<file path="config.mk">
export PLATFORM = sky130hd
export DESIGN_NAME = cies_exec
export DESIGN_NICKNAME = d
export VERILOG_FILES = /design/src/cies_pkg.sv /design/src/cies_exec.sv
export SDC_FILE = /design/constraint.sdc
export NUM_CORES = 1
export LEC_CHECK = 0
export ABC_AREA = 1
export CORE_ASPECT_RATIO = 0.6
export CORE_MARGIN = 2
export CORE_UTILIZATION = 58
export DETAILED_ROUTE_END_ITERATION = 10
export DONT_BUFFER_PORTS = 1
export GPL_TIMING_DRIVEN = 1
export PLACE_DENSITY = 0.86
export SYNTH_ARGS = -nofsm -noshare
export SYNTH_HDL_FRONTEND = slang
export SYNTH_SLANG_ARGS = --single-unit
</file>
<file path="constraint.sdc">
create_clock -name core_clk -period 2.3 [get_ports core_clk]
set_input_delay 0.115 -clock core_clk [delete_from_list [all_inputs] [get_ports core_clk]]
set_output_delay 0.115 -clock core_clk [all_outputs]
set_load 0.03 [all_outputs]
</file>
<file path="src/cies_pkg.sv">
/*
  Constants, types and field layouts for the instruction execute subset.
  Assumes one 20 MHz core clock, an outside fetch unit, file register array and return stack.
*/
package cies_pkg;

  // ---------------------------------------------------------------
  // Opcode fields
  // ---------------------------------------------------------------
  localparam logic [1:0]  OPG_BYTE      = 2'h0;
  localparam logic [1:0]  OPG_BIT       = 2'h1;
  localparam logic [1:0]  OPG_CTRL      = 2'h2;
  localparam logic [1:0]  OPG_LIT       = 2'h3;
  localparam logic [3:0]  SUB_WTOF      = 4'h0;
  localparam logic [3:0]  SUB_CLR       = 4'h1;
  localparam logic [3:0]  SUB_DEC       = 4'h3;
  localparam logic [3:0]  SUB_ORF       = 4'h4;
  localparam logic [3:0]  SUB_MOVEF     = 4'h8;
  localparam logic [3:0]  SUB_CPL       = 4'h9;
  localparam logic [3:0]  SUB_INC       = 4'hA;
  localparam logic [3:0]  SUB_DECSZ     = 4'hB;
  localparam logic [3:0]  SUB_INCSZ     = 4'hF;
  localparam logic [3:0]  SUB_ORLIT     = 4'h8;
  localparam logic [1:0]  BSUB_SET      = 2'h1;
  localparam logic [1:0]  BSUB_TSTSET   = 2'h3;
  localparam logic [1:0]  LSUB_LDLIT    = 2'h0;
  localparam logic [13:0] WDOG_CLR_WORD = 14'h0064;

  // ---------------------------------------------------------------
  // Register port map and reset values
  // ---------------------------------------------------------------
  localparam logic [7:0]  OFS_CTRL      = 8'h00;
  localparam logic [7:0]  OFS_LATCH     = 8'h04;
  localparam logic [7:0]  OFS_STATUS    = 8'h08;
  localparam logic [7:0]  OFS_WDOG      = 8'h0C;
  localparam int          ST_Z_BIT      = 8;
  localparam int          ST_TO_BIT     = 9;
  localparam int          ST_PWDN_BIT   = 10;
  localparam logic        RST_ENABLE    = 1'h1;
  localparam logic [4:0]  RST_LATCH     = 5'h00;
  localparam logic [7:0]  RST_W         = 8'h00;
  localparam logic        RST_STATUS1   = 1'h1;

  // ---------------------------------------------------------------
  // Types
  // ---------------------------------------------------------------
  typedef enum logic [4:0] {
    OP_IDLE     = 5'b00000, OP_BITSET  = 5'b00001, OP_BITTST = 5'b00010, OP_CLRFILE = 5'b00011,
    OP_CLRWORK  = 5'b00100, OP_WDTC    = 5'b00101, OP_CPL    = 5'b00110, OP_DEC     = 5'b00111,
    OP_DECSZ    = 5'b01000, OP_INC     = 5'b01001, OP_INCSZ  = 5'b01010, OP_ORFILE  = 5'b01011,
    OP_MOVEFILE = 5'b01100, OP_WTOF    = 5'b01101, OP_ORLIT  = 5'b01110, OP_LDLIT   = 5'b01111,
    OP_CALL     = 5'b10000, OP_BRANCH  = 5'b10001
  } cies_op_t;

  typedef enum logic {
    ST_EXEC   = 1'b0,
    ST_SQUASH = 1'b1
  } cies_state_t;

  typedef struct packed {
    logic       we;
    logic [6:0] addr;
    logic [7:0] data;
  } cies_fwr_t;

  typedef struct packed {
    logic        load;
    logic        push;
    logic [12:0] target;
    logic [12:0] ret_addr;
  } cies_pcc_t;

endpackage

</file>
<file path="src/cies_exec.sv">
/*
  Execute stage for a subset of the 14-bit instruction set: file ops, bit ops,
  literal ops, call, branch and watchdog clear, plus a small register port.
  Assumes the fetch unit presents one instruction per cycle with its address,
  the file array answers file_rdata combinationally for file_raddr, and the
  stack and pc follow pc_ctrl one cycle after execution.
*/
// The placing of the registers and strobed register access were decided locally.
`timescale 1ns/1ps
module cies_exec (
  input  wire logic              core_clk,
  input  wire logic              rst_n,
  input  wire logic              instr_valid,
  input  wire logic [13:0]       instr_word,
  input  wire logic [12:0]       pc_cur,
  output logic                   instr_discard,
  output logic      [6:0]        file_raddr,
  input  wire logic [7:0]        file_rdata,
  output cies_pkg::cies_fwr_t    file_wr,
  output cies_pkg::cies_pcc_t    pc_ctrl,
  output logic      [7:0]        working_reg,
  output logic                   zero_flag,
  input  wire logic [7:0]        reg_addr,
  input  wire logic [31:0]       reg_wdata,
  input  wire logic              reg_wr,
  input  wire logic              reg_rd,
  output logic      [31:0]       reg_rdata
);
  import cies_pkg::*;

  // ---------------------------------------------------------------
  // State
  // ---------------------------------------------------------------
  cies_state_t  state_ff, nxt_state;
  cies_fwr_t    fwr_ff, nxt_fwr;
  cies_pcc_t    pcc_ff, nxt_pcc;
  logic [7:0]   w_ff, nxt_w;
  logic         z_ff, nxt_z;
  logic         to_ff, nxt_to;
  logic         pd_ff, nxt_pd;
  logic         enable_ff;
  logic [4:0]   latch_ff;
  logic [7:0]   wdt_cnt_ff, nxt_wdt_cnt;
  logic [7:0]   wdt_pre_ff, nxt_wdt_pre;
  logic [31:0]  rdata_ff, nxt_rdata;

  // ---------------------------------------------------------------
  // Decode
  // ---------------------------------------------------------------
  wire [1:0]  grp       = instr_word[13:12];
  wire [3:0]  sub       = instr_word[11:8];
  wire        dbit      = instr_word[7];
  wire [2:0]  bsel      = instr_word[9:7];
  wire [7:0]  lit       = instr_word[7:0];
  wire [7:0]  bmask     = 8'h01 << bsel;
  wire        squashing = (state_ff == ST_SQUASH);
  wire        exec      = instr_valid && enable_ff && !squashing;
  cies_op_t   op;

  always_comb begin
    op = OP_IDLE;
    case (grp)
      OPG_BYTE: begin
        case (sub)
          SUB_WTOF:  op = dbit ? OP_WTOF : ((instr_word == WDOG_CLR_WORD) ? OP_WDTC : OP_IDLE);
          SUB_CLR:   op = dbit ? OP_CLRFILE : OP_CLRWORK;
          SUB_CPL:   op = OP_CPL;
          SUB_DEC:   op = OP_DEC;
          SUB_DECSZ: op = OP_DECSZ;
          SUB_INC:   op = OP_INC;
          SUB_INCSZ: op = OP_INCSZ;
          SUB_ORF:   op = OP_ORFILE;
          SUB_MOVEF: op = OP_MOVEFILE;
          default:   op = OP_IDLE;
        endcase
      end
      OPG_BIT: begin
        if (instr_word[11:10] == BSUB_SET) begin
          op = OP_BITSET;
        end else if (instr_word[11:10] == BSUB_TSTSET) begin
          op = OP_BITTST;
        end
      end
      OPG_CTRL: op = instr_word[11] ? OP_BRANCH : OP_CALL;
      OPG_LIT: begin
        if (sub == SUB_ORLIT) begin
          op = OP_ORLIT;
        end else if (instr_word[11:10] == LSUB_LDLIT) begin
          op = OP_LDLIT;
        end
      end
      default: op = OP_IDLE;
    endcase
  end

  // Forward the pending write so back-to-back ops on one file see fresh data
  assign file_raddr = instr_word[6:0];
  wire        fwd      = fwr_ff.we && (fwr_ff.addr == file_raddr);
  wire [7:0]  f_val    = fwd ? fwr_ff.data : file_rdata;
  wire [7:0]  f_inc    = f_val + 8'h01;
  wire [7:0]  f_dec    = f_val - 8'h01;
  wire        byte_dst = (op == OP_CPL) || (op == OP_DEC) || (op == OP_DECSZ) || (op == OP_INC) ||
                         (op == OP_INCSZ) || (op == OP_ORFILE) || (op == OP_MOVEFILE);
  wire [12:0] br_tgt   = {latch_ff[4:3], instr_word[10:0]};

  // ---------------------------------------------------------------
  // Execute
  // ---------------------------------------------------------------
  logic [7:0] res;
  logic       upd_z;
  logic       skip;
  logic       wdt_clr;

  always_comb begin
    res     = f_val;
    upd_z   = 1'b0;
    skip    = 1'b0;
    wdt_clr = 1'b0;
    nxt_fwr = '{we: 1'b0, addr: file_raddr, data: 8'h00};
    nxt_pcc = '{load: 1'b0, push: 1'b0, target: br_tgt, ret_addr: pc_cur + 13'h0001};
    nxt_w   = w_ff;
    if (exec) begin
      case (op)
        OP_BITSET:   res = f_val | bmask;
        OP_BITTST:   skip = |(f_val & bmask);
        OP_CLRFILE:  begin res = 8'h00; upd_z = 1'b1; end
        OP_CLRWORK:  begin res = 8'h00; upd_z = 1'b1; end
        OP_WDTC:     wdt_clr = 1'b1;
        OP_CPL:      begin res = ~f_val; upd_z = 1'b1; end
        OP_DEC:      begin res = f_dec; upd_z = 1'b1; end
        OP_INC:      begin res = f_inc; upd_z = 1'b1; end
        OP_DECSZ:    begin res = f_dec; skip = (f_dec == 8'h00); end
        OP_INCSZ:    begin res = f_inc; skip = (f_inc == 8'h00); end
        OP_ORFILE:   begin res = w_ff | f_val; upd_z = 1'b1; end
        OP_MOVEFILE: upd_z = 1'b1;
        OP_WTOF:     res = w_ff;
        OP_ORLIT:    begin res = w_ff | lit; upd_z = 1'b1; end
        OP_LDLIT:    res = lit;
        OP_CALL:     begin nxt_pcc.load = 1'b1; nxt_pcc.push = 1'b1; end
        OP_BRANCH:   nxt_pcc.load = 1'b1;
        default:     res = f_val;
      endcase
      // Destination routing
      if ((op == OP_BITSET) || (op == OP_CLRFILE) || (op == OP_WTOF) || (byte_dst && dbit)) begin
        nxt_fwr.we = 1'b1;
      end
      nxt_fwr.data = res;
      if ((op == OP_CLRWORK) || (op == OP_ORLIT) || (op == OP_LDLIT) || (byte_dst && !dbit)) begin
        nxt_w = res;
      end
    end
  end

  assign nxt_z = upd_z ? (res == 8'h00) : z_ff;

  // Skip or branch squashes the already fetched word
  always_comb begin
    nxt_state = state_ff;
    case (state_ff)
      ST_EXEC:   if (skip || nxt_pcc.load) nxt_state = ST_SQUASH;
      ST_SQUASH: if (instr_valid) nxt_state = ST_EXEC;
      default:   nxt_state = ST_EXEC;
    endcase
  end

  assign instr_discard = squashing && instr_valid;

  // ---------------------------------------------------------------
  // Watchdog and status bits
  // ---------------------------------------------------------------
  // Prescaler wraps into the counter; clear beats any tick
  assign nxt_wdt_pre = wdt_clr ? 8'h00 : wdt_pre_ff + 8'h01;
  assign nxt_wdt_cnt = wdt_clr ? 8'h00 : ((wdt_pre_ff == 8'hFF) ? wdt_cnt_ff + 8'h01 : wdt_cnt_ff);

  // ---------------------------------------------------------------
  // Register port
  // ---------------------------------------------------------------
  wire wr_ctrl   = reg_wr && (reg_addr == OFS_CTRL);
  wire wr_latch  = reg_wr && (reg_addr == OFS_LATCH);
  wire wr_status = reg_wr && (reg_addr == OFS_STATUS);
  wire [31:0] status_word = {21'h0, pd_ff, to_ff, z_ff, w_ff};

  // Hardware set wins over a software clear in the same cycle
  assign nxt_to = wdt_clr | (wr_status ? reg_wdata[ST_TO_BIT] : to_ff);
  assign nxt_pd = wdt_clr | (wr_status ? reg_wdata[ST_PWDN_BIT] : pd_ff);

  always_comb begin
    nxt_rdata = 32'h0000_0000;
    if (reg_rd) begin
      case (reg_addr)
        OFS_CTRL:   nxt_rdata = {31'h0, enable_ff};
        OFS_LATCH:  nxt_rdata = {27'h0, latch_ff};
        OFS_STATUS: nxt_rdata = status_word;
        OFS_WDOG:   nxt_rdata = {16'h0, wdt_pre_ff, wdt_cnt_ff};
        default:    nxt_rdata = 32'h0000_0000;
      endcase
    end
  end

  // ---------------------------------------------------------------
  // Flip-flops
  // ---------------------------------------------------------------
  always_ff @(posedge core_clk or negedge rst_n) begin
    if (!rst_n) begin
      state_ff   <= ST_EXEC;
      fwr_ff     <= '0;
      pcc_ff     <= '0;
      w_ff       <= RST_W;
      z_ff       <= 1'b0;
      to_ff      <= RST_STATUS1;
      pd_ff      <= RST_STATUS1;
      wdt_cnt_ff <= 8'h00;
      wdt_pre_ff <= 8'h00;
      rdata_ff   <= 32'h0000_0000;
    end else begin
      state_ff   <= nxt_state;
      fwr_ff     <= nxt_fwr;
      pcc_ff     <= nxt_pcc;
      w_ff       <= nxt_w;
      z_ff       <= nxt_z;
      to_ff      <= nxt_to;
      pd_ff      <= nxt_pd;
      wdt_cnt_ff <= nxt_wdt_cnt;
      wdt_pre_ff <= nxt_wdt_pre;
      rdata_ff   <= nxt_rdata;
    end
  end

  always_ff @(posedge core_clk or negedge rst_n) begin
    if (!rst_n) begin
      enable_ff <= RST_ENABLE;
      latch_ff  <= RST_LATCH;
    end else begin
      if (wr_ctrl) enable_ff <= reg_wdata[0];
      if (wr_latch) latch_ff <= reg_wdata[4:0];
    end
  end

  assign file_wr     = fwr_ff;
  assign pc_ctrl     = pcc_ff;
  assign working_reg = w_ff;
  assign zero_flag   = z_ff;
  assign reg_rdata   = rdata_ff;

  // Result of the last cycle, so the flag check reads a plain register
  logic [7:0] res_q;

  always_ff @(posedge core_clk or negedge rst_n) begin
    if (!rst_n) begin
      res_q <= 8'h00;
    end else begin
      res_q <= res;
    end
  end

  wire go_set = exec && (op == OP_BITSET);
  wire go_bts = exec && (op == OP_BITTST);
  wire go_hit = go_bts && ((f_val & bmask) != 8'h00);
endmodule // cies_exec

</file>
==> flow_summary.toml <==
[yosys]
yosys_register_bits = 87
synthDistinctLibCells = 48
async_flop_share_pct = 100
synthCells = 816
synth_area_per_cell_um2 = 7.17
ys_warn_count = 0
synth_seq_area_share_pct = 37.3
synth_flop_cell = "dfrtp_1"
synthesis.area_um2 = 5850
synth-edff-count = 0

[layout]
multi_input_area_um2 = 3360
syn_to_final_growth_pct = 28.9
layout.nets = 1007
layout-drive-gt1-share_pct = 27.9
final_cell_mix = "nand2_1, inv_1, dfrtp_1"
seq_area_um2 = 2190
num-fill-cells = 673
layout_commonest_cell = "nand2_1"
largest_reg_flops = 28
diodes = 0

[routing]
avgViaCountPerCell = 5.89
ant_nets = 0
met1_length_mm = 8.12
routed_wirelength_mm = 19.9
dr_wl_met3_mm = 3.04
routed-via-count = 6245
drcViolationCount = 0
first_pass_iters = 6
dr_wl_met2_mm = 8.21
wl_per_cell_um = 18.8
drt_iter0_drc = 916
top_layer_used = "met4"

[floorplan]
start_util_pct = 59.5
io_pins = 173
placementRows = 28
fp.coreArea_um2 = 9840
die-area_um2 = 10900
die_y_um = 81.8
die_x_um = 134

[sta]
setup_violations = 16
hold_viol_final = 0
fin_tns_setup_ns = -2.17
relSlewSlack_pct = 55.7
fin_crit_ns = 2.62
finalMaxSlewViolations = 0
tightest_slew_ns = 0.663
fin_ws_ns = -0.320
fmax_mhz = 382
finalClockSkew_ns = 0.00595
rsz0062_at_grt = "yes"
post-route-period-util_pct = 114

[status]
violations = "setup timing"
status = "finished, violations left"

[clocking]
root_buffer = "clkbuf_16"
cts_made_buffers = 9
worstSkewPairLatency_ns = 0.34
htree_levels = 3
cts_buffer_depth = 2
path_clk_slew_ns = 0.06
clock-sinks = 87
cts_tree = "built"

[pwr]
switchingPower_uw = 1290
p_leak_uw = 0.00383
p_int_uw = 2660
totalPowerFinal_uw = 3950
swShare_pct = 32.7
pwr_density_cell_nw_per_um2 = 524
vdd_ir_drop_max_v = 0.000392
pwr-share-clk_pct = 35.8
comb_power_share_pct = 21.4
power_frac_seq_pct = 42.8

[grt]
gr-total-overflow = 0
grt_pass1_vias = 5527
grt_antenna_before_repair = 0
grt_start_max_net_pins = 88
grt_pass1_wl_mm = 29.0
grt_use_total_pct = 34.8

[critical_path]
critPathSlowestCell = "dfrtp_2"
crit_top_cell = "nand2_1"
r2r_start = "pc_ctrl[15]$_DFF_PN0_"
crit_type = "register to register"
end_kind = "register"
critical_path_arrival_ns = 2.85
max_stage_delay_ns = 0.38
path_max_fanout = 5
crit_chain = "inv_1 > nand2_2 > nand2_1 > inv_1 > nand2_2 > nor2_4 > buf_6 > buf_4 > nand3_2 > nand2_4 > nand2_1 > nor2_2 > nand2_1 > nand2_1 > nand3_1 > nand2_1 > inv_1 > nand2_2 > nand3_4 > nand2_2 > nor2_2 > nand2_1 > nand2_1"
startpoint_type = "register"
crit_start = "pc_ctrl[15]$_DFF_PN0_"
required_ns = 2.53

[hold_path]
min_from = "pc_cur[2]"
hold_path_class = "input pin to register"

[place]
gp_congestion = 1.09
hpwl_mm = 13.3
port_buffers = 0

[run]
cap_viol_max_count = 0
layer usage:
metal / vias up / global-route usage, %
li1: 2785 / -
met1: 2889 / 49.7
met2: 478 / 49.3
met3: 93 / 14.1
met4: 0 / 7.87
met5: - / 0
cell type report:
type / instances / area share (%)
Multi-Input combinational cell: 578 / 44.5
Sequential cell: 87 / 29.0
Timing Repair Buffer: 114 / 13.8
Inverter: 131 / 6.67
Clock buffer: 10 / 3.17
Tap cell: 135 / 2.24
Clock inverter: 6 / 0.580
what timing repair did:
action,in CTS,in global routing
pin swaps,13,48
endpoints found under the setup margin,14,22
hold buffers,39,0
resized for setup,37,87
buffers inserted,3,9
hold endpoints to repair,121,0
cells in the mapped netlist, types with 10 or more instances:
library cell	number	area (µm²)
nor2_1	71	267
nand3_1	70	350
inv_1	116	435
nand2_1	218	818
dfrtp_1	84	2100
o21ai_0	33	165
a21oi_1	14	70.1
nand2_2	22	138
xor2_1	11	96.3
buf_4	33	248
nand4_1	10	62.6
inv_2	14	52.6
nor3_1	15	75.1
o21ai_1	13	65.1
worst max-delay path, delay by kind of cell (launching register included):
kind | cells | cell delay (ns)
buffers and inverters | 5 | 0.40
flip-flops | 1 | 0.38
AND/OR/NAND/NOR | 18 | 1.71
final timing paths:
kind                                              end  slack [ns]  cells past startpoint
min in group asynchronous        file_wr[5]$_DFF_PN0_        0.43                      2
worst max-delay path            zero_flag$_DFFE_PN0P_       -0.32                     23
worst min-delay path             pc_ctrl[4]$_DFF_PN0_       0.002                      2
worst min register to register  pc_ctrl[24]$_DFF_PN0_        0.45                      0
max in group asynchronous             pd_ff$_DFF_PN1_        1.52                      2
worst max register to register  zero_flag$_DFFE_PN0P_       -0.32                     23
power groups by stage:
stage / Combinational, µW / Sequential [µW] / Clock, µW
2_1_floorplan: 469 / 1730 / 0
4_1_cts: 735 / 1690 / 1420
3_5_place_dp: 615 / 1720 / 0
3_3_place_gp: 607 / 1720 / 0
5_1_grt: 904 / 1700 / 1490
6_report: 846 / 1690 / 1410
logic make-up after synthesis:
kind of cell / share of synthesized area (%)
compound gates: 9.68
xor+xnor: 1.80
fa+ha+maj: 1.28
buf+inv: 13.0
flops: 37.3
mux: 0.770
other cells: 0.0641
simple gates: 36.1
stage by stage:
stage | worst slack (ns) | instances | hold slack, ns | area [µm²] | util [%]
floorplan | -0.0983 | 831 | -0.181 | 5930 | -
global placement | -0.197 | 994 | -0.179 | 6340 | 64.4
detailed placement | -0.209 | 994 | -0.179 | 6340 | 64.4
CTS | -0.125 | 1052 | 0.00219 | 7190 | 73.0
global route | -0.443 | 1061 | 0.0160 | 7540 | 76.6
finish | -0.320 | 1061 | 0.00225 | 7540 | 76.6
(Power assumes the default switching activity.)
